### config.mk
export PLATFORM = sky130hd
export DESIGN_NAME = fsr_status_one
export DESIGN_NICKNAME = d
export VERILOG_FILES = /design/src/inc/fsr_pkg.sv /design/src/fsr_pin_sync.sv /design/src/fsr_status_one.sv
export SDC_FILE = /design/constraint.sdc
export NUM_CORES = 1
export LEC_CHECK = 0
export BUFFER_PORTS_ARGS = -buffer_cell sky130_fd_sc_hd__buf_2
export CAP_MARGIN = 10
export CORE_MARGIN = 2
export CORE_UTILIZATION = 64
export CTS_BUF_LIST = sky130_fd_sc_hd__clkbuf_2
export CTS_CLUSTER_SIZE = 30
export DETAILED_ROUTE_END_ITERATION = 16
export PLACE_DENSITY = 0.79
export SLEW_MARGIN = 20
export SYNTH_ARGS = -nofsm -noshare
export SYNTH_HDL_FRONTEND = slang
export SYNTH_SLANG_ARGS = --single-unit
### constraint.sdc
create_clock -name clk -period 4.1 [get_ports clk]
set_clock_uncertainty 0.2 [all_clocks]
set_input_delay 0 -clock clk [delete_from_list [all_inputs] [get_ports clk]]
set_output_delay 0 -clock clk [all_outputs]
set_load 0.02 [all_outputs]
### src/inc/fsr_pkg.sv
// constants, status layout and byte-engine states of status register 1
// assumes a single 200 MHz core clock that oversamples the serial pins
package fsr_pkg;

	typedef struct packed {
		logic       status_protect_bit_low;
		logic       protect_granule_select;
		logic       protect_direction_select;
		logic [2:0] protect_range_field;
		logic       write_enable_latch;
		logic       busy_flag;
	} fsr_status_t;

	typedef enum logic [5:0] {
		ST_CMD   = 6'h01,
		ST_SEL   = 6'h02,
		ST_ADDR  = 6'h04,
		ST_WDATA = 6'h08,
		ST_RDATA = 6'h10,
		ST_SKIP  = 6'h20
	} fsr_state_t;

	localparam int          BIT_PROT_LOW = 7;
	localparam int          BIT_SIZE     = 6;
	localparam int          BIT_DIR      = 5;
	localparam int          BIT_RANGE_HI = 4;
	localparam int          BIT_RANGE_LO = 2;
	localparam int          BIT_LATCH    = 1;
	localparam int          BIT_BUSY     = 0;
	localparam logic [7:0]  SR1_RESET    = 8'h00;

	localparam logic [7:0]  CMD_WRSR     = 8'h01;
	localparam logic [7:0]  CMD_PROG     = 8'h02;
	localparam logic [7:0]  CMD_RDSR     = 8'h05;
	localparam logic [7:0]  CMD_WREN     = 8'h06;
	localparam logic [7:0]  CMD_ER4K     = 8'h20;
	localparam logic [7:0]  CMD_VWREN    = 8'h50;
	localparam logic [7:0]  CMD_IRD      = 8'h65;
	localparam logic [7:0]  CMD_IWR      = 8'h71;
	localparam logic [7:0]  CMD_ER64K    = 8'hd8;
	localparam logic [7:0]  SEL_SR1      = 8'h01;

	localparam int          ADDR_W       = 24;
	localparam logic [1:0]  ADDR_LAST    = 2'h2;
	localparam int          SHIFT_64K    = 16;
	localparam int          SHIFT_4K     = 12;

	localparam int          CLK_PERIOD_PS = 5000;
	localparam int          OP_TIME_NS    = 50000;
	localparam int          OP_CYCLES     = (OP_TIME_NS * 1000) / CLK_PERIOD_PS;
	localparam int          CNT_W         = 16;

endpackage

### src/fsr_pin_sync.sv
// two-stage synchroniser for the serial pins
// assumes pins are asynchronous to clk
`timescale 1ns/1ps
module fsr_pin_sync #(
	parameter int W = 4
) (
	input  wire logic         clk,
	input  wire logic         sys_rst,
	input  wire logic         ce,
	input  wire logic [W-1:0] d,
	output logic      [W-1:0] q
);
	logic [W-1:0] meta_reg;

	genvar i;
	generate
		for (i = 0; i < W; i++) begin : g_bit
			always_ff @(posedge clk) begin
				if (sys_rst) begin
					meta_reg[i] <= 1'b1;
					q[i]        <= 1'b1;
				end else if (ce) begin
					meta_reg[i] <= d[i];
					q[i]        <= meta_reg[i];
				end
			end
		end
	endgenerate
endmodule

### src/fsr_status_one.sv
// status register 1 of a serial flash with its command byte engine
// assumes spi mode 0 pins, sck well below a quarter of clk
//
// What this block does
// - bit 7 is a writable protect bit that with the wp pin locks status writes.
// - bit 6 is writable and picks 64 kB granules at 0 and 4 kB granules at 1.
// - bit 5 is writable and grows protection from the bottom at 0, top at 1.
// - bits 4:2 are a writable range field, zero at power-up meaning no protection.
// - program and erase aimed at the protected region are refused.
// - bit 1 mirrors the write enable latch; while clear, writes are ignored except a status write right after 50h.
// - the write enable latch clears at power-up and at reset.
// - an incomplete or unknown command leaves a set latch alone.
// - an abort clears the latch only after a whole write-type command.
// - the 06h command sets the latch and the 50h command does not.
// - bit 0 reads 1 while an internal operation runs and 0 when ready.
// - a status read refreshes the byte it shifts out on every byte.
// - status register 1 is read with 05h and written with 01h.
// - 65h and 71h followed by select byte 01h read or write the register.
// - a write after 50h updates only flops, after 06h also the slow copy.
`timescale 1ns/1ps
module fsr_status_one #(
	parameter int OP_CYCLES = fsr_pkg::OP_CYCLES
) (
	input  wire logic          clk,
	input  wire logic          sys_rst,
	input  wire logic          ce,
	input  wire logic          dev_rst,
	input  wire logic          sck,
	input  wire logic          cs_n,
	input  wire logic          si,
	input  wire logic          wp_n,
	output logic               so_out,
	output logic               so_oe,
	output fsr_pkg::fsr_status_t sr1_reg
);
	logic [3:0]               sync_q;
	logic                     sck_s, cs_s, si_s, wp_s;
	logic                     sck_d_reg, cs_d_reg;
	fsr_pkg::fsr_state_t      state_reg;
	logic [2:0]               bit_reg;
	logic [7:0]               in_reg, cmd_reg, wdata_reg, out_reg;
	logic [7:0]               nv_reg, nv_pend_reg;
	logic [fsr_pkg::ADDR_W-1:0] addr_reg;
	logic [1:0]               acnt_reg;
	logic                     full_reg, vwe_reg, nv_busy_reg;
	logic [fsr_pkg::CNT_W-1:0] cnt_reg;
	logic                     sck_rise, sck_fall, cs_rise, sel, byte_end;
	logic [7:0]               shift_in;
	logic                     go, wren_go, vwren_go, wr_go, mem_go;
	logic                     locked, prot, wr_vol, wr_nv, mem_ok, op_done;
	logic                     enter_rd, wel_next, busy_next;

	fsr_pin_sync #(.W(4)) u_sync (
		.clk     (clk),
		.sys_rst (sys_rst),
		.ce      (ce),
		.d       ({wp_n, si, cs_n, sck}),
		.q       (sync_q)
	);
	assign sck_s = sync_q[0];
	assign cs_s  = sync_q[1];
	assign si_s  = sync_q[2];
	assign wp_s  = sync_q[3];

	function automatic logic prot_hit(
		input logic [fsr_pkg::ADDR_W-1:0] a,
		input fsr_pkg::fsr_status_t       s
	);
		logic [fsr_pkg::ADDR_W-1:0] off, gran, lim;
		off  = s.protect_direction_select ? ~a : a;
		gran = s.protect_granule_select ? (off >> fsr_pkg::SHIFT_4K)
			: (off >> fsr_pkg::SHIFT_64K);
		lim  = (s.protect_range_field == 3'h0) ? 24'h00_0000
			: (24'h00_0001 << (s.protect_range_field - 3'h1));
		return gran < lim;
	endfunction

	assign sck_rise = sck_s & ~sck_d_reg;
	assign sck_fall = ~sck_s & sck_d_reg;
	assign cs_rise  = cs_s & ~cs_d_reg;
	assign sel      = ~cs_s;
	assign shift_in = {in_reg[6:0], si_s};
	assign byte_end = sel & sck_rise & (bit_reg == 3'h7);

	// commits happen only at a byte boundary after a whole command
	assign go       = cs_rise & full_reg & (bit_reg == 3'h0);
	assign wren_go  = go & (cmd_reg == fsr_pkg::CMD_WREN);
	assign vwren_go = go & (cmd_reg == fsr_pkg::CMD_VWREN);
	assign wr_go    = go & ((cmd_reg == fsr_pkg::CMD_WRSR)
		| (cmd_reg == fsr_pkg::CMD_IWR));
	assign mem_go   = go & ((cmd_reg == fsr_pkg::CMD_PROG)
		| (cmd_reg == fsr_pkg::CMD_ER4K) | (cmd_reg == fsr_pkg::CMD_ER64K));
	assign locked   = sr1_reg.status_protect_bit_low & ~wp_s;
	assign prot     = prot_hit(addr_reg, sr1_reg);
	assign wr_vol   = wr_go & vwe_reg & ~locked;
	assign wr_nv    = wr_go & ~vwe_reg & sr1_reg.write_enable_latch
		& ~locked;
	assign mem_ok   = mem_go & sr1_reg.write_enable_latch & ~prot;
	assign op_done  = sr1_reg.busy_flag & (cnt_reg == 16'h0001);
	assign enter_rd = byte_end & ((state_reg == fsr_pkg::ST_RDATA)
		| ((state_reg == fsr_pkg::ST_CMD) & (shift_in == fsr_pkg::CMD_RDSR))
		| ((state_reg == fsr_pkg::ST_SEL) & (shift_in == fsr_pkg::SEL_SR1)
		& (cmd_reg == fsr_pkg::CMD_IRD)));

	always_comb begin
		wel_next  = sr1_reg.write_enable_latch;
		busy_next = sr1_reg.busy_flag;
		if (wren_go)
			wel_next = 1'b1;
		else if (op_done)
			wel_next = 1'b0;
		else if ((mem_go & ~mem_ok) | (wr_go & ~vwe_reg & ~wr_nv))
			wel_next = 1'b0;
		if (wr_nv | mem_ok)
			busy_next = 1'b1;
		else if (op_done)
			busy_next = 1'b0;
	end

	always_ff @(posedge clk) begin
		if (sys_rst) begin
			sck_d_reg <= 1'b1;
			cs_d_reg  <= 1'b1;
		end else if (ce) begin
			sck_d_reg <= sck_s;
			cs_d_reg  <= cs_s;
		end
	end

	// command byte engine
	always_ff @(posedge clk) begin
		if (sys_rst | dev_rst) begin
			state_reg <= fsr_pkg::ST_CMD;
			bit_reg   <= 3'h0;
			in_reg    <= 8'h00;
			cmd_reg   <= 8'h00;
			wdata_reg <= 8'h00;
			addr_reg  <= 24'h00_0000;
			acnt_reg  <= 2'h0;
			full_reg  <= 1'b0;
		end else if (ce) begin
			if (!sel) begin
				state_reg <= fsr_pkg::ST_CMD;
				acnt_reg  <= 2'h0;
				full_reg  <= 1'b0;
				if (!cs_rise)
					bit_reg <= 3'h0;
			end else if (sck_rise) begin
				bit_reg <= bit_reg + 3'h1;
				in_reg  <= shift_in;
				if (bit_reg == 3'h7) begin
					unique case (state_reg)
					fsr_pkg::ST_CMD: begin
						cmd_reg   <= shift_in;
						state_reg <= fsr_pkg::ST_SKIP;
						if (shift_in == fsr_pkg::CMD_RDSR)
							state_reg <= fsr_pkg::ST_RDATA;
						else if (shift_in == fsr_pkg::CMD_IRD)
							state_reg <= fsr_pkg::ST_SEL;
						else if (!sr1_reg.busy_flag) begin
							if (shift_in == fsr_pkg::CMD_IWR)
								state_reg <= fsr_pkg::ST_SEL;
							else if (shift_in == fsr_pkg::CMD_WRSR)
								state_reg <= fsr_pkg::ST_WDATA;
							else if ((shift_in == fsr_pkg::CMD_PROG)
								| (shift_in == fsr_pkg::CMD_ER4K)
								| (shift_in == fsr_pkg::CMD_ER64K))
								state_reg <= fsr_pkg::ST_ADDR;
							else if ((shift_in == fsr_pkg::CMD_WREN)
								| (shift_in == fsr_pkg::CMD_VWREN))
								full_reg <= 1'b1;
						end
					end
					fsr_pkg::ST_SEL: begin
						if (shift_in != fsr_pkg::SEL_SR1)
							state_reg <= fsr_pkg::ST_SKIP;
						else if (cmd_reg == fsr_pkg::CMD_IRD)
							state_reg <= fsr_pkg::ST_RDATA;
						else
							state_reg <= fsr_pkg::ST_WDATA;
					end
					fsr_pkg::ST_ADDR: begin
						addr_reg <= {addr_reg[15:0], shift_in};
						acnt_reg <= acnt_reg + 2'h1;
						if (acnt_reg == fsr_pkg::ADDR_LAST) begin
							full_reg  <= 1'b1;
							state_reg <= fsr_pkg::ST_SKIP;
						end
					end
					fsr_pkg::ST_WDATA: begin
						wdata_reg <= shift_in;
						full_reg  <= 1'b1;
						state_reg <= fsr_pkg::ST_SKIP;
					end
					fsr_pkg::ST_RDATA, fsr_pkg::ST_SKIP: begin
						state_reg <= state_reg;
					end
					endcase
				end
			end
		end
	end

	// serial output, refreshed from the live register each byte
	always_ff @(posedge clk) begin
		if (sys_rst) begin
			out_reg <= 8'h00;
			so_out  <= 1'b0;
			so_oe   <= 1'b0;
		end else if (ce) begin
			if (enter_rd)
				out_reg <= sr1_reg;
			if (!sel) begin
				so_out <= 1'b0;
				so_oe  <= 1'b0;
			end else if (sck_fall && state_reg == fsr_pkg::ST_RDATA) begin
				so_oe  <= 1'b1;
				so_out <= out_reg[3'h7 - bit_reg];
			end
		end
	end

	// write enable source and operation timer
	always_ff @(posedge clk) begin
		if (sys_rst | dev_rst) begin
			vwe_reg     <= 1'b0;
			cnt_reg     <= 16'h0000;
			nv_busy_reg <= 1'b0;
			nv_pend_reg <= 8'h00;
		end else if (ce) begin
			if (cs_rise)
				vwe_reg <= vwren_go;
			if (wr_nv | mem_ok) begin
				cnt_reg     <= fsr_pkg::CNT_W'(OP_CYCLES);
				nv_busy_reg <= wr_nv;
				nv_pend_reg <= wdata_reg;
			end else if (sr1_reg.busy_flag) begin
				cnt_reg <= cnt_reg - 16'h0001;
			end
		end
	end

	// slow copy survives a device reset, cleared only at power-up
	always_ff @(posedge clk) begin
		if (sys_rst)
			nv_reg <= fsr_pkg::SR1_RESET;
		else if (ce && !dev_rst && op_done && nv_busy_reg)
			nv_reg <= nv_pend_reg;
	end

	always_ff @(posedge clk) begin
		if (sys_rst) begin
			sr1_reg <= fsr_pkg::SR1_RESET;
		end else if (dev_rst) begin
			sr1_reg <= {nv_reg[7:2], 2'b00};
		end else if (ce) begin
			if (wr_vol | wr_nv)
				sr1_reg[7:2] <= wdata_reg[7:2];
			sr1_reg.write_enable_latch <= wel_next;
			sr1_reg.busy_flag          <= busy_next;
		end
	end
endmodule

==> flow_summary.toml <==
[critical_path]
crit_path_max_fanout = 12
cp_top_family = "compound AO/OA/AOI/OAI gates"
r2r-start = "sr1_reg[6]"
critPathMaxStageDelay_ns = 0.71
r2r-end = "cnt_reg[9]"
crit_path_start = "sr1_reg[6]"
worstSetupPathType = "register to register"
rrSetupSlack_ns = 0.91
crit_path_frequent_cell = "a21oi_1"
cp_cell_sequence = "mux2i_1 > xnor2_1 > ha_1 > a21oi_1 > a21oi_1 > o31a_1 > o211a_1 > nor2_1 > a31oi_1"
r2r_cells = 9
worstPathArrival_ns = 3.53
cp.depth = 9
startpoint_type = "register"
crit_required_ns = 4.44
cp-end-kind = "register"
cp_num_buf_inv = 0
cp-endpoint = "cnt_reg[9]"
cp_slowest_cell = "dfxtp_1"

[clock_network]
htreeDepth = 4
cts_root_buf = "clkbuf_2"
cts_buffers = 17
clkLatencyLatePin_ns = 0.68
cts.clk_slew.worst_paths_ns = 0.22
cts.sinks = 115
tritoncts = "yes"
cts.path.max_buffers = 2
post_cts_buffers = 0

[logic_synthesis]
synth-main-ff-cell = "dfxtp_1"
synth-seq-cells = 115
yosysUniqueCellTypes = 66
syn-cell-area_um2 = 5630
syn_inst = 645
synth_edf_count = 0
avgSynthCellArea_um2 = 8.73
ys_warn_count = 0
async_flop_share_pct = 0
syn-num-nets = 666
ys_seq_area_share_pct = 40.9

[finish]
n_fill_cell = 678
fin_area_um2 = 6080
fin_util_pct = 70.4
diodes = 0
largest_reg_flops = 24
nNetsFinal = 681
drive_gt1_share_pct = 10.5
area_delta_synth_final_pct = 7.93
fin_cells = 781

[routing]
wl_mm = 13.0
viasPerCell = 6.16
drtIter0Drc = 229
drc = 0
via_count = 4812
first_pass_iters = 5
ant_nets = 0
wire_per_inst_um = 16.6

[place]
port_buffers = 17
gp_congestion = 0.900
hpwl_mm = 8.92
place_area_um2 = 5710
dpl_worst_slack_ns = 0.956
dp_cells = 733

[die]
rows = 34
start_util_pct = 65.2
dieArea_um2 = 9570
core_area_um2 = 8640
io_pins = 18
die_y_um = 97.8
die_x_um = 97.8

[power_and_ir_drop]
pwr-share-clk_pct = 34.8
combPwrFrac_pct = 5.5
switching_share_pct = 30.0
p_switching_uw = 577
p_leak_nw = 2.34
power_mw = 1.93
peakVddDrop_v = 0.000187
power.density_nw_per_um2 = 317
sequentialPowerShare_pct = 59.7
internal-power_mw = 1.35

[sta]
slew_violations = 0
setup_tns_ns = 0
finalHoldViolations = 0
fmaxAchievable_ghz = 0.314
setup_viol = 0
setup_slack_ns = 0.911
post-route-period-util_pct = 77.8
layout_min_cycle_time_ns = 3.19
tightest_slew_ns = 0.973
rsz0062_at_grt = "no"
whs_ns = 0.0998
relSlewSlack_pct = 35.0

[global_routing]
grt_pass1_wl_mm = 22.0
grt_max_degree = 50
grt-ovfl-total = 0
grt_pass1_vias = 4604
grt.total_usage_pct = 28.4
antenna_found_initial = 0

[run_status]
status = "complete, no violations"

[hold_path]
hold_class = "primary input to register"

[run]
drv_cap = 0
## cell usage in the layout, fill, tap and decap left out, types with 6 or more instances in the layout
master	Yosys	routed
a211o_1	9	9
a211oi_1	7	7
a21oi_1	51	51
buf_2	2	17
clkbuf_2	0	17
dfxtp_1	115	115
dlygate4sd3_1	0	16
ha_1	13	13
inv_1	12	12
mux2i_1	55	55
nand2_1	66	66
nand3_1	28	28
nand3b_1	9	9
nand4_1	8	8
nor2_1	74	74
nor2b_1	14	14
nor3_1	15	15
nor4_1	9	9
o21ai_0	13	13
xnor2_1	16	16
xor2_1	6	6
## timing repair
item | CTS | global route
setup endpoints to repair | 0 | 0
resized for setup | 0 | 0
endpoints found under the hold margin | 66 | 0
hold buffers | 16 | 0
## how the worst min path moves through the flow
stage                                    end  cells past startpoint  slack, ns  startpoint
after global placement    u_sync.meta_reg[1]                      2      0.006        cs_n
after CTS                       state_reg[2]                      5       0.05     dev_rst
final                           state_reg[2]                      5        0.1     dev_rst
after floorplan           u_sync.meta_reg[0]                      1      -0.08         sck
after detailed placement  u_sync.meta_reg[3]                      2       0.01        wp_n
after global routing            state_reg[2]                      5       0.05     dev_rst
## per-layer routing
metal,track usage (%),up-vias,part of all wire (%)
li1,-,2352,-
met1,38.0,2282,45
met3,7.30,26,5.9
met5,0,-,0
met2,45.6,152,48
met4,8.76,0,1.6
## cell usage after synthesis, drive strengths merged (3+ instances only)
master	count	area, um^2
a21oi	51	255
a211o	9	78.8
and2	4	25.0
and3	4	25.0
nor4	9	56.3
o21ai	14	70.1
nand3b	9	67.6
nor2b	14	87.6
a211oi	7	52.6
inv	12	45.0
xnor2	16	140
nor4b	5	50.0
o211a	3	30.0
mux2i	55	551
a32o	3	30.0
and4	4	35.0
ha	13	163
xor2	6	52.6
nand3	28	140
or4	3	26.3
nor3	16	91.3
clkbuf	35	141
nand2	66	248
o21a	3	22.5
dfxtp	115	2300
nand4	8	50.1
and4b	3	30.0
a31oi	3	18.8
buf	6	36.3
o211ai	3	22.5
nand4b	4	41.3
nor2	74	278
## tightest hold or removal path, cell delays in order
cell and delay (ns):
dlygate4sd3_1 0.52, buf_2 0.14, nor2_1 0.15, nand3_1 0.12
nand2_1 0.04
## logic make-up (layout without fill, tap and decap cells)
| kind of cell | Yosys count | in the layout | synth area share, % |
|---|---|---|---|
| xor+xnor | 22 | 22 | 3.42 |
| simple gates | 266 | 266 | 24.5 |
| buf+inv | 53 | 81 | 3.95 |
| mux | 59 | 59 | 11.0 |
| compound gates | 116 | 116 | 13.4 |
| other cells | 1 | 1 | 0.0666 |
| fa+ha+maj | 13 | 13 | 2.89 |
| flops | 115 | 115 | 40.9 |
## power groups by stage
stage | Sequential (mW) | Combinational (mW) | Clock (mW)
2_1_floorplan | 1.16 | 0.0761 | 0
4_1_cts | 1.15 | 0.105 | 0.681
6_report | 1.15 | 0.106 | 0.670
5_1_grt | 1.15 | 0.117 | 0.738
3_3_place_gp | 1.17 | 0.0882 | 0
3_5_place_dp | 1.17 | 0.0924 | 0
## final cells by class
| class | count | area (um^2) | area share [%] |
|---|---|---|---|
| clock buffer | 17 | 85.1 | 1.40 |
| clock inverter | 15 | 124 | 2.04 |
| inverter | 12 | 45.0 | 0.741 |
| multi-input combinational | 477 | 3110 | 51.2 |
| sequential | 115 | 2300 | 37.9 |
| tap | 108 | 135 | 2.22 |
| timing repair buffer | 37 | 275 | 4.53 |
Power figures use the tool's default switching activity.
